<file path="src/bdsc_pkg.sv">
// Package: debug status/control field layout and encodings
package bdsc_pkg;
  localparam int unsigned REG_W          = 8;
  localparam int unsigned ADDR_W         = 16;
  localparam int unsigned BIT_PERMIT     = 7;
  localparam int unsigned BIT_ACTIVE     = 6;
  localparam int unsigned BIT_BKPT_EN    = 5;
  localparam int unsigned BIT_FORCE_TAG  = 4;
  localparam int unsigned BIT_CLK_SEL    = 3;
  localparam logic [7:0]  CTRL_WR_MASK   = 8'hB8;
  localparam logic [7:0]  CTRL_RESET     = 8'h00;
  localparam logic        CLK_SEL_ALT    = 1'b0;
  localparam logic        CLK_SEL_BUS    = 1'b1;
  localparam logic        FTS_TAG        = 1'b0;
  localparam logic        FTS_FORCE      = 1'b1;
  typedef enum logic [1:0] {BDSC_RUN, BDSC_PEND, BDSC_ACTIVE} bdsc_state_t;
endpackage

</file>
<file path="src/bdsc_bkpt_match.sv">
// Breakpoint address comparator with force/tag qualification
`timescale 1ns/100ps
`default_nettype none
module bdsc_bkpt_match #(
  parameter int unsigned AW = 16
) (
  // Clock and reset
  input  wire logic          clk,
  input  wire logic          arst_n,
  // Control
  input  wire logic          bkpt_en,
  input  wire logic          force_tag,
  input  wire logic [AW-1:0] match_value,
  // CPU side
  input  wire logic [AW-1:0] cpu_addr,
  input  wire logic          cpu_fetch,
  input  wire logic          queue_end,
  input  wire logic          queue_end_tagged,
  // Results
  output logic               force_req,
  output logic               tag_out,
  output logic               tag_req
);
  import bdsc_pkg::*;
  logic hit;

  assign hit = bkpt_en && (cpu_addr == match_value);

  always_ff @(posedge clk or negedge arst_n) begin
    if (!arst_n) begin
      force_req <= 1'b0;
    end else begin
      force_req <= hit && (force_tag == FTS_FORCE);
    end
  end

  assign tag_out = hit && (force_tag == FTS_TAG) && cpu_fetch;
  assign tag_req = bkpt_en && (force_tag == FTS_TAG) && queue_end && queue_end_tagged;
endmodule
`default_nettype wire

</file>
<file path="src/bdsc_top.sv">
// Background debug status/control register and breakpoint entry logic
//
// Contract
// - The register is reached only by the serial status-read and control-write commands.
// - Permit bit 7 low blocks background entry, high allows it.
// - Permit bit once set stays set until system reset.
// - Bit 6 is a read-only flag, high only while background mode is active.
// - Bit 5 enables the breakpoint; clear makes select bit and match value ignored.
// - Force select with address match enters background at the next boundary.
// - Tag select marks the fetched opcode and enters background when it reaches execution.
// - Bit 3 resets to 0 for the alternate clock, 1 selects the bus clock.
`timescale 1ns/100ps
`default_nettype none
module bdsc_top #(
  parameter int unsigned AW = bdsc_pkg::ADDR_W
) (
  // Clock and reset
  input  wire logic                          CORE_CLK,
  input  wire logic                          ARST_N,
  // Serial command decoder side
  input  wire logic                          CMD_WRITE_CONTROL,
  input  wire logic                          CMD_READ_STATUS,
  input  wire logic [bdsc_pkg::REG_W-1:0]    CMD_WDATA,
  output logic      [bdsc_pkg::REG_W-1:0]    STATUS_RDATA,
  output logic                               STATUS_VALID,
  // Background entry and exit requests
  input  wire logic                          BACKGROUND_CMD,
  input  wire logic                          GO_CMD,
  // CPU side
  input  wire logic [AW-1:0]                 CPU_ADDR,
  input  wire logic                          CPU_FETCH,
  input  wire logic                          INSTR_BOUNDARY,
  input  wire logic                          QUEUE_END,
  input  wire logic                          QUEUE_END_TAGGED,
  input  wire logic [AW-1:0]                 BREAKPOINT_MATCH_VALUE,
  output logic                               OPCODE_TAG,
  output logic                               CPU_HALT,
  output logic                               COMM_CLOCK_SELECT
);
  import bdsc_pkg::*;

  // ----------------------------------------
  // Control register
  // ----------------------------------------
  logic        background_permit_reg;
  logic        breakpoint_enable_reg;
  logic        force_tag_select_reg;
  logic        comm_clock_select_reg;
  bdsc_state_t state_reg;
  bdsc_state_t state_next;
  logic        force_req;
  logic        tag_req;
  logic        background_active_flag;
  logic [REG_W-1:0] status_word;

  always_ff @(posedge CORE_CLK or negedge ARST_N) begin
    if (!ARST_N) begin
      background_permit_reg <= CTRL_RESET[BIT_PERMIT];
    end else if (CMD_WRITE_CONTROL && CMD_WDATA[BIT_PERMIT]) begin
      background_permit_reg <= 1'b1;
    end
  end

  always_ff @(posedge CORE_CLK or negedge ARST_N) begin
    if (!ARST_N) begin
      breakpoint_enable_reg <= CTRL_RESET[BIT_BKPT_EN];
      force_tag_select_reg  <= CTRL_RESET[BIT_FORCE_TAG];
      comm_clock_select_reg <= CLK_SEL_ALT;
    end else if (CMD_WRITE_CONTROL) begin
      breakpoint_enable_reg <= CMD_WDATA[BIT_BKPT_EN];
      force_tag_select_reg  <= CMD_WDATA[BIT_FORCE_TAG];
      comm_clock_select_reg <= CMD_WDATA[BIT_CLK_SEL];
    end
  end

  // ----------------------------------------
  // Breakpoint comparator
  // ----------------------------------------
  bdsc_bkpt_match #(
    .AW(AW)
  ) u_match (
    .clk              (CORE_CLK),
    .arst_n           (ARST_N),
    .bkpt_en          (breakpoint_enable_reg),
    .force_tag        (force_tag_select_reg),
    .match_value      (BREAKPOINT_MATCH_VALUE),
    .cpu_addr         (CPU_ADDR),
    .cpu_fetch        (CPU_FETCH),
    .queue_end        (QUEUE_END),
    .queue_end_tagged (QUEUE_END_TAGGED),
    .force_req        (force_req),
    .tag_out          (OPCODE_TAG),
    .tag_req          (tag_req)
  );

  // ----------------------------------------
  // Background mode state
  // ----------------------------------------
  // Force requests wait for the boundary; requests are ignored while permit is low
  always_comb begin
    state_next = state_reg;
    case (state_reg)
      BDSC_RUN: begin
        if (background_permit_reg) begin
          if (tag_req || (BACKGROUND_CMD && INSTR_BOUNDARY)) begin
            state_next = BDSC_ACTIVE;
          end else if ((force_req && breakpoint_enable_reg) || BACKGROUND_CMD) begin
            state_next = INSTR_BOUNDARY ? BDSC_ACTIVE : BDSC_PEND;
          end
        end
      end
      BDSC_PEND: begin
        if (INSTR_BOUNDARY) begin
          state_next = BDSC_ACTIVE;
        end
      end
      BDSC_ACTIVE: begin
        if (GO_CMD) begin
          state_next = BDSC_RUN;
        end
      end
      default: state_next = BDSC_RUN;
    endcase
  end

  always_ff @(posedge CORE_CLK or negedge ARST_N) begin
    if (!ARST_N) begin
      state_reg <= BDSC_RUN;
    end else begin
      state_reg <= state_next;
    end
  end

  assign background_active_flag = (state_reg == BDSC_ACTIVE);
  assign CPU_HALT               = background_active_flag;
  assign COMM_CLOCK_SELECT      = comm_clock_select_reg;

  // ----------------------------------------
  // Status read
  // ----------------------------------------
  // Reserved bits read zero
  always_comb begin
    status_word                = '0;
    status_word[BIT_PERMIT]    = background_permit_reg;
    status_word[BIT_ACTIVE]    = background_active_flag;
    status_word[BIT_BKPT_EN]   = breakpoint_enable_reg;
    status_word[BIT_FORCE_TAG] = force_tag_select_reg;
    status_word[BIT_CLK_SEL]   = comm_clock_select_reg;
  end

  always_ff @(posedge CORE_CLK or negedge ARST_N) begin
    if (!ARST_N) begin
      STATUS_RDATA <= CTRL_RESET;
      STATUS_VALID <= 1'b0;
    end else begin
      STATUS_VALID <= CMD_READ_STATUS;
      if (CMD_READ_STATUS) begin
        STATUS_RDATA <= status_word;
      end
    end
  end
endmodule
`default_nettype wire

</file>
<file path="config.mk">
export PLATFORM = sky130hd
export DESIGN_NAME = bdsc_top
export DESIGN_NICKNAME = d
export VERILOG_FILES = /design/src/bdsc_pkg.sv /design/src/bdsc_bkpt_match.sv /design/src/bdsc_top.sv
export SDC_FILE = /design/constraint.sdc
export NUM_CORES = 1
export LEC_CHECK = 0
export BUFFER_PORTS_ARGS = -buffer_cell sky130_fd_sc_hd__buf_2
export CAP_MARGIN = 15
export CORE_MARGIN = 2
export CORE_UTILIZATION = 37
export DETAILED_ROUTE_END_ITERATION = 16
export PLACE_DENSITY = 0.78
export SYNTH_ARGS = -nofsm -noshare
export SYNTH_HDL_FRONTEND = slang
export SYNTH_SLANG_ARGS = --single-unit
</file>
<file path="constraint.sdc">
create_clock -name CORE_CLK -period 1.58 [get_ports CORE_CLK]
set_input_delay 0.316 -clock CORE_CLK [delete_from_list [all_inputs] [get_ports CORE_CLK]]
set_output_delay 0.316 -clock CORE_CLK [all_outputs]
set_load 0.01 [all_outputs]
</file>
==> impl_metrics.env, run 1 <==
export IMPL_largest_reg_flops=5
export IMPL_finClkSkew_ns=0.00241
export IMPL_synth_seq_cells=13
export IMPL_max_freq_mhz=604
export IMPL_fin_crit_sh_pct=105
export IMPL_globalRouteOverflowTotal=0
export IMPL_drv_cap=0
export IMPL_antenna_cells=0
export IMPL_die_w_um=48.4
export IMPL_p_leak_nw=0.553
export IMPL_path_common_cell="buf_2"
export IMPL_dr_total_vias=675
export IMPL_synth_cell_type_count=21
export IMPL_fin_setup_tns_ns=-0.0744
export IMPL_cp_end_kind="output pin"
export IMPL_crit_chain="buf_2 -> xor2_1 -> nor4_1 -> nand4_1 -> nor4_2 -> buf_2"
export IMPL_path_class="primary input to output pin"
export IMPL_cts_buffers=3
export IMPL_slowest_delay_ns=0.29
export IMPL_ios=62
export IMPL_slew_viol_final=0
export IMPL_wl_mm=1.65
export IMPL_grt_max_degree=14
export IMPL_synthesis_area_um2=729
export IMPL_root_buffer="clkbuf_4"
export IMPL_postRouteAntennaNets=0
export IMPL_timing_final_ws_setup_ns=-0.0744
export IMPL_utilization_pct=57.2
export IMPL_detail_route_iter0_violations=2
export IMPL_min_period_ns=1.65
export IMPL_cts_setup_buffers=0
export IMPL_wl_per_cell_um=10.8
export IMPL_die_area_mm2=0.00234
export IMPL_synth_warning_count=0
export IMPL_critPathSlowestCell="nor4_1"
export IMPL_avgSynthCellArea_um2=10.9
export IMPL_required_ns=1.26
export IMPL_dp_hpwl_mm=1.42
export IMPL_path_buf_inv=2
export IMPL_globalplace_congestion=0.743
export IMPL_placed_cells=148
export IMPL_drt_pass1_iter_count=3
export IMPL_violations="negative setup slack"
export IMPL_pre_cts_ws_ns=-0.210
export IMPL_via_per_inst=4.41
export IMPL_final_nets=177
export IMPL_grt_pass1_wl_mm=2.93
export IMPL_clockBufferDepth=2
export IMPL_rsz0062_at_grt="true"
export IMPL_antenna_found_initial=0
export IMPL_synth_seq_area_share_pct=44.6
export IMPL_power_density_mw_per_mm2=816
export IMPL_drive_gt1_share_pct=55.6
export IMPL_cts_sinks=13
export IMPL_drc_errors=0
export IMPL_cts_tree="done"
export IMPL_area_delta_synth_final_pct=49.2
export IMPL_cp_top_family="simple AND/OR/NAND/NOR gates"
export IMPL_std_cell_rows=16
export IMPL_dieHeight_um=48.4
export IMPL_final_cells=153
export IMPL_synth_cells=67
export IMPL_finalSetupViolCount=1
export IMPL_power_w=0.000888
export IMPL_grt_util_all_layers_pct=15.8
export IMPL_h_tree_depth=1
export IMPL_crit_fanout=2
export IMPL_num_fill_cells=182
export IMPL_min_path_type="primary input to flip-flop"
export IMPL_vdd_drop_max_uv=370
export IMPL_grt_pass1_vias=705
export IMPL_start_util_pct=38.4
export IMPL_cp_arrival_ns=1.34
export IMPL_clk_insertion_delay_late_ns=0.26
export IMPL_outcome="complete, but fails checks"
export IMPL_io_buffers=54
export IMPL_start_kind="primary input"
export IMPL_core_mm2=0.00190
export IMPL_cts_clk_slew_worst_paths_ns=0.07
export IMPL_finalHoldViolCount=0
-- synthesized netlist by cell type (all sizes together) --
| cell | number | area share (%) |
|---|---|---|
| nand2b | 1 | 0.86 |
| a21oi | 2 | 1.4 |
| nor2b | 1 | 0.86 |
| mux2 | 7 | 11 |
| nand4b | 1 | 1.2 |
| nor3 | 3 | 2.1 |
| buf | 3 | 3.1 |
| inv | 2 | 1.0 |
| o31ai | 1 | 1.0 |
| xor2 | 15 | 18 |
| a21o | 2 | 2.1 |
| o21ai | 3 | 2.1 |
| nand4 | 1 | 0.86 |
| conb | 1 | 0.51 |
| dfrtp | 13 | 45 |
| nor4 | 4 | 4.3 |
| a31o | 1 | 1.2 |
| a31oi | 1 | 0.86 |
| xnor2 | 1 | 1.2 |
| nand2 | 4 | 2.1 |
-- final timing paths --
kind                                                     endpoint  slack, ns                              from  depth (start not counted)
worst max-delay path                                   OPCODE_TAG      -0.07         BREAKPOINT_MATCH_VALUE[7]                          6
worst min-delay path                     state_reg[0]$_DFFE_PN0P_       0.24                    INSTR_BOUNDARY                          2
worst max register to register           state_reg[1]$_DFFE_PN0P_       0.51  force_tag_select_reg$_DFFE_PN0P_                          4
worst min register to register           state_reg[0]$_DFFE_PN0P_       0.50          state_reg[1]$_DFFE_PN0P_                          1
max in group asynchronous       breakpoint_enable_reg$_DFFE_PN0P_       0.90                            ARST_N                          2
min in group asynchronous                state_reg[1]$_DFFE_PN0P_       0.46                            ARST_N                          2
-- per-stage QoR --
stage | hold WS, ns | cell area [µm²]
after floorplan | 0.0204 | 737
final | 0.244 | 1090
after CTS | 0.232 | 1070
after detailed placement | 0.213 | 1030
after global placement | 0.207 | 1030
after global routing | 0.234 | 1090
-- worst register-to-register path: cells and delay by family (launching register included) --
kind,cells,cell delay [ns]
AO/OA/AOI/OAI,3,0.47
buffers and inverters,1,0.09
flip-flops,1,0.40
-- routing by layer --
metal	share of wire, %	track usage, %	up-vias
met5	0	0	-
met3	4.0	2.16	2
met4	0.73	5.71	0
li1	-	-	345
met2	54	27.5	16
met1	42	20.0	312
-- what timing repair did --
| item | CTS | global route |
|---|---|---|
| gates cloned | 0 | 0 |
| endpoints found under the setup margin | 1 | 1 |
| pin swaps | 4 | 1 |
| hold endpoints to repair | 13 | 0 |
| resized for setup | 1 | 3 |
| hold buffers | 1 | 0 |
-- placed cells by master (no fill, tap or decap), drive strengths merged, types with 2 or more instances in the layout --
cell and instances:
conb 3, buf 55, inv 2, dfrtp 13, a21oi 2, nor3 3
clkbuf 4, a21o 2, nor4 4, o21ai 3, nand2 4, mux2 7
xor2 15
-- final cells by class --
| cell class | count | area, µm² | area share (%) |
|---|---|---|---|
| inverters | 2 | 7.51 | 0.690 |
| flip-flops and latches | 13 | 325 | 29.9 |
| repair buffers | 56 | 294 | 27.0 |
| well taps | 27 | 33.8 | 3.10 |
| multi-input cells | 51 | 402 | 36.9 |
| clock buffers | 4 | 26.3 | 2.41 |
-- kinds of logic after synthesis --
group           count (synthesis)  share of synthesized area, %
other cells                     1                         0.514
simple gates                   15                          12.2
buf+inv                         5                          4.12
compound gates                 10                          8.58
xor+xnor                       16                          19.2
flops                          13                          44.6
mux                             7                          10.8
-- report_power, final --
part	total, W	switching (W)	internal (W)	leakage [nW]
sequential	0.000422	0.0000389	0.000383	0.152
combinational	0.000275	0.000127	0.000148	0.387
clock	0.000191	0.0000937	0.0000974	0.0150
Power figures use the tool's default switching activity.
==> inputs of run 2 (changes only) <==
- PLACE_DENSITY: 0.78 -> 0.81
==> impl_metrics.env, run 2 (synthesis gave the netlist of run 1 again) <==
export IMPL_pwr_share_clk_pct=21.7
export IMPL_crit_fanout=2
export IMPL_path_class="primary input to output pin"
export IMPL_pwr_share_comb_pct=30.9
export IMPL_via_per_inst=4.59
export IMPL_p_leak_nw=0.556
export IMPL_rsz0062_at_grt="true"
export IMPL_dp_hpwl_mm=1.48
export IMPL_wl_mm=1.70
export IMPL_wl_per_cell_um=11.1
export IMPL_seqPwrFrac_pct=47.3
export IMPL_dr_total_vias=703
export IMPL_antenna_cells=0
export IMPL_finalHoldViolCount=0
export IMPL_grt_pass1_wl_mm=2.97
export IMPL_outcome="complete, but fails checks"
export IMPL_final_cells=153
export IMPL_placed_cells=148
export IMPL_finClkSkew_ns=0.00102
export IMPL_globalplace_congestion=0.703
export IMPL_layout_commonest_cell="buf_2"
export IMPL_cts_buffers=3
export IMPL_final_nets=177
export IMPL_fin_crit_sh_pct=108
export IMPL_std_cell_rows=16
export IMPL_p_int_w=0.000630
export IMPL_ff2ff_path_depth=4
export IMPL_globalRouteOverflowTotal=0
export IMPL_h_tree_depth=1
export IMPL_holdPathEnd="state_reg[0]$_DFFE_PN0P_"
export IMPL_die_area_mm2=0.00234
export IMPL_clk_insertion_delay_late_ns=0.26
export IMPL_timing_final_ws_setup_ns=-0.131
export IMPL_drt_pass1_iter_count=4
export IMPL_required_ns=1.26
export IMPL_io_buffers=54
export IMPL_grt_util_all_layers_pct=16.3
export IMPL_critPathSlowestCell="nor4_2"
export IMPL_cts_setup_buffers=0
export IMPL_root_buffer="clkbuf_4"
export IMPL_slew_viol_final=0
export IMPL_power_w=0.000898
export IMPL_clockBufferDepth=2
export IMPL_final_cell_mix="buf_2 (51), xor2_1 (15), dfrtp_1 (13), mux2_2 (7), nand2_1 (4)"
export IMPL_path_buf_inv=2
export IMPL_hold_ws_ns=0.236
export IMPL_ios=62
export IMPL_reg2reg_slack_ns=0.48
export IMPL_core_mm2=0.00190
export IMPL_start_util_pct=38.4
export IMPL_area_delta_synth_final_pct=49.9
export IMPL_rr_startpoint="force_tag_select_reg$_DFFE_PN0P_"
export IMPL_hold_start="INSTR_BOUNDARY"
export IMPL_drive_gt1_share_pct=54.8
export IMPL_die_w_um=48.4
export IMPL_vdd_drop_max_uv=353
export IMPL_r2r_end="state_reg[1]$_DFFE_PN0P_"
export IMPL_cts_clk_slew_worst_paths_ns=0.08
export IMPL_start_kind="primary input"
export IMPL_antenna_found_initial=0
export IMPL_slowest_delay_ns=0.28
export IMPL_cp_arrival_ns=1.39
export IMPL_dieHeight_um=48.4
export IMPL_crit_chain="buf_2 -> xor2_1 -> nor4_2 -> nand4_1 -> nor4_2 -> buf_2"
export IMPL_drc_errors=0
export IMPL_postRouteAntennaNets=0
export IMPL_largest_reg_flops=5
export IMPL_min_period_ns=1.71
export IMPL_cts_sinks=13
export IMPL_grt_pass1_vias=692
export IMPL_p_sw_w=0.000268
export IMPL_max_freq_mhz=585
export IMPL_drv_cap=0
export IMPL_detail_route_iter0_violations=3
export IMPL_finalSetupViolCount=1
export IMPL_min_path_cells=2
export IMPL_cp_top_family="simple AND/OR/NAND/NOR gates"
export IMPL_power_density_mw_per_mm2=821
export IMPL_cp_end_kind="output pin"
export IMPL_grt_max_degree=14
export IMPL_cts_tree="done"
export IMPL_min_path_type="primary input to flip-flop"
export IMPL_violations="negative setup slack"
export IMPL_switching_share_pct=29.8
-- run 2: cell counts in the layout (fill, tap and decap cells not counted) --
No cell type changed its count.
-- run 2: area by class of cell --
class                   count  area [µm²]
inverters                   2        7.51
flip-flops and latches     13         325
repair buffers             56         307
fillers                   169         808
clock buffers               4        26.3
multi-input cells          51         394
well taps                  27        33.8
-- run 2: power by group through the flow --
stage / clock [W] / combinational (W) / sequential [W]
floorplan: 0 / 0.000131 / 0.000436
global placement: 0 / 0.000258 / 0.000427
global route: 0.000224 / 0.000307 / 0.000436
CTS: 0.000200 / 0.000276 / 0.000427
detailed placement: 0 / 0.000270 / 0.000433
finish: 0.000195 / 0.000278 / 0.000425
-- run 2: repair_timing --
action	in CTS	in global routing
setup endpoints to repair	1	1
gates cloned	0	0
hold buffers	1	0
hold endpoints to repair	13	0
resized for setup	2	3
pin swaps	2	2
-- run 2: worst max path at each step --
stage                                from          to  slack, ns  cells after the start
6_report        BREAKPOINT_MATCH_VALUE[9]  OPCODE_TAG      -0.13                      6
5_1_grt         BREAKPOINT_MATCH_VALUE[9]  OPCODE_TAG      -0.24                      6
4_1_cts         BREAKPOINT_MATCH_VALUE[7]  OPCODE_TAG      -0.17                      6
3_5_place_dp   BREAKPOINT_MATCH_VALUE[10]  OPCODE_TAG      -0.18                      6
3_3_place_gp   BREAKPOINT_MATCH_VALUE[10]  OPCODE_TAG      -0.18                      6
2_1_floorplan  BREAKPOINT_MATCH_VALUE[15]  OPCODE_TAG       0.08                      4
-- run 2: routing by layer --
metal	share of wire, %	global-route usage (%)
met1	37	17.8
met2	58	31.3
met3	3.8	3.09
met4	0.71	5.71
met5	0	0
-- run 2: metrics by stage --
| step | worst slack, ns | utilization [%] | setup TNS (ns) | area, µm² |
|---|---|---|---|---|
| final | -0.131 | 57.5 | -0.131 | 1090 |
| after global routing | -0.236 | 57.5 | -0.236 | 1090 |
| after CTS | -0.165 | 56.5 | -0.165 | 1070 |
| after detailed placement | -0.181 | 53.9 | -0.181 | 1030 |
| after global placement | -0.182 | 53.9 | -0.182 | 1030 |
| after floorplan | 0.0785 | - | 0 | 737 |
==> inputs of run 3 (changes only) <==
- ABC_AREA: unset -> 1
- CORE_UTILIZATION: 37 -> 40
- PLACE_DENSITY: 0.81 -> 0.82
==> impl_metrics.env, run 3 <==
export IMPL_std_cell_rows=16
export IMPL_p_int_w=0.000634
export IMPL_postRouteAntennaNets=0
export IMPL_synth_warning_count=0
export IMPL_drt_pass1_iter_count=3
export IMPL_core_mm2=0.00200
export IMPL_synthesis_area_um2=860
export IMPL_p_sw_w=0.000325
export IMPL_crit_fanout=2
export IMPL_ys_flop_type="dfrtp_1"
export IMPL_io_buffers=54
export IMPL_drc_errors=0
export IMPL_drv_cap=0
export IMPL_cts_clk_slew_worst_paths_ns=0.08
export IMPL_dp_hpwl_mm=1.70
export IMPL_finClkSkew_ns=0.00727
export IMPL_clk_insertion_delay_late_ns=0.28
export IMPL_largest_reg_flops=5
export IMPL_layout_commonest_cell="buf_2"
export IMPL_register_area_um2=325
export IMPL_cts_buffers=3
export IMPL_cp_end_kind="output pin"
export IMPL_synth_cell_type_count=15
export IMPL_wl_mm=2.03
export IMPL_required_ns=1.26
export IMPL_max_freq_mhz=677
export IMPL_yosys_top_cells_area="dfrtp_1 (38%), nand2_1 (21%), inv_1 (14%), nor2_1 (7.0%), o21ai_0 (4.1%)"
export IMPL_dieHeight_um=50.4
export IMPL_path_class="flip-flop to output pin"
export IMPL_synth_seq_cells=13
export IMPL_antenna_cells=0
export IMPL_grt_max_degree=14
export IMPL_yosys_cell_count_top_type="nand2_1"
export IMPL_start_kind="flip-flop"
export IMPL_async_flop_share_pct=100
export IMPL_seqPwrFrac_pct=43.2
export IMPL_synth_seq_area_share_pct=37.8
export IMPL_finalSetupViolCount=0
export IMPL_min_path_type="primary input to flip-flop"
export IMPL_final_nets=250
export IMPL_final_cell_mix="buf_2 (51), nand2_1 (45), inv_1 (30), nor2_1 (15), dfrtp_1 (13)"
export IMPL_globalplace_congestion=0.777
export IMPL_globalRouteOverflowTotal=0
export IMPL_clockBufferDepth=2
export IMPL_switching_share_pct=33.9
export IMPL_wl_per_cell_um=8.99
export IMPL_dr_total_vias=966
export IMPL_fin_crit_sh_pct=93.5
export IMPL_drive_gt1_share_pct=33.2
export IMPL_area_delta_synth_final_pct=42.4
export IMPL_avgSynthCellArea_um2=6.14
export IMPL_pwr_share_comb_pct=35.5
export IMPL_postLayoutCellArea_mm2=0.00122
export IMPL_grt_util_all_layers_pct=17.1
export IMPL_detail_route_iter0_violations=7
export IMPL_die_area_mm2=0.00254
export IMPL_synthTopCellsByCount="nand2_1 (48), inv_1 (33), nor2_1 (16)"
export IMPL_outcome="complete, no violations"
export IMPL_multi_input_area_um2=400
export IMPL_detailed_place_area_mm2=0.00114
export IMPL_synth_top_cell_area_share_pct=37.8
export IMPL_start_util_pct=42.9
export IMPL_finalHoldViolCount=0
export IMPL_cts_tree="done"
export IMPL_slew_viol_final=0
export IMPL_cp_arrival_ns=1.16
export IMPL_synth_edf_count=0
export IMPL_cts_sinks=13
export IMPL_pwr_share_clk_pct=21.3
export IMPL_yosysTopAreaCell="dfrtp_1"
export IMPL_antenna_found_initial=0
export IMPL_fin_setup_tns_ns=0
export IMPL_root_buffer="clkbuf_4"
export IMPL_ios=62
export IMPL_rsz0062_at_grt="true"
export IMPL_power_density_mw_per_mm2=783
export IMPL_grt_pass1_wl_mm=3.41
export IMPL_h_tree_depth=1
export IMPL_min_period_ns=1.48
export IMPL_num_fill_cells=211
export IMPL_die_w_um=50.4
export IMPL_via_per_inst=4.27
export IMPL_synth_cells=140
export IMPL_grt_pass1_vias=928
export IMPL_p_leak_nw=0.777
export IMPL_utilization_pct=61.1
export IMPL_vdd_drop_max_uv=590
[run 3: cell families (layout without fill, tap and decap cells)]
| group | Yosys count | in the layout | share of synthesized area (%) |
|---|---|---|---|
| other | 1 | 3 | 0.436 |
| flip-flops | 13 | 13 | 37.8 |
| AO/OA/AOI/OAI | 14 | 14 | 8.44 |
| AND/OR/NAND/NOR | 73 | 73 | 33.6 |
| buffers and inverters | 37 | 94 | 17.6 |
| XOR/XNOR | 2 | 2 | 2.04 |
[run 3: metrics by stage]
step | setup slack, ns | instances | power [W] | hold WS [ns]
floorplan | 0.363 | 142 | 0.000609 | 0.0204
global placement | 0.117 | 219 | 0.000725 | 0.206
detailed placement | 0.119 | 219 | 0.000745 | 0.218
CTS | 0.0217 | 225 | 0.000957 | 0.221
global route | -0.00939 | 226 | 0.00104 | 0.227
finish | 0.102 | 226 | 0.000958 | 0.228
[run 3: path summary, 6_finish.rpt]
path | start | end | slack (ns) | depth (start not counted)
max in group asynchronous | ARST_N | COMM_CLOCK_SELECT$_DFFE_PN0P_ | 0.91 | 2
min reg2reg | background_permit_reg$_DFFE_PN0P_ | background_permit_reg$_DFFE_PN0P_ | 0.48 | 2
min in group asynchronous | ARST_N | STATUS_VALID$_DFF_PN0_ | 0.44 | 2
max | breakpoint_enable_reg$_DFFE_PN0P_ | OPCODE_TAG | 0.10 | 5
min | CMD_WDATA[7] | background_permit_reg$_DFFE_PN0P_ | 0.23 | 3
max reg2reg | breakpoint_enable_reg$_DFFE_PN0P_ | state_reg[0]$_DFFE_PN0P_ | 0.46 | 6
[run 3: critical path, cell delays in order (launching register included)]
cell and delay (ns):
dfrtp_1 0.34, o21ai_1 0.07, nor3_1 0.13, nand3_1 0.12, nor2_1 0.10, buf_2 0.13
[run 3: repair_timing]
| action | 4_1_cts | 5_1_grt |
|---|---|---|
| pin swaps | 0 | 10 |
| gates resized for setup | 0 | 12 |
| setup endpoints to repair | 1 | 1 |
| setup buffers | 1 | 1 |
| hold endpoints to repair | 13 | 0 |
| hold buffers | 1 | 0 |
| cloned | 0 | 0 |
[run 3: routing by layer]
layer / up-vias / wire length, µm / track usage, %
met4: 0 / 14 / 4.05
met2: 22 / 1130 / 33.8
met5: - / 0 / 0
met1: 418 / 795 / 18.3
met3: 2 / 91 / 3.57
li1: 524 / - / -
[run 3: power by group through the flow]
stage          clock [W]  combinational (W)  sequential (W)
3_3_place_gp           0           0.000307        0.000418
5_1_grt         0.000222           0.000392        0.000421
6_report        0.000204           0.000341        0.000414
2_1_floorplan          0           0.000182        0.000427
4_1_cts         0.000211           0.000332        0.000414
3_5_place_dp           0           0.000323        0.000422
[run 3: area by class of cell]
cell class	instances	area share, %
well taps	27	2.76
inverters	33	10.1
clock buffers	4	2.15
multi-input cells	92	32.7
repair buffers	57	25.7
flip-flops and latches	13	26.6
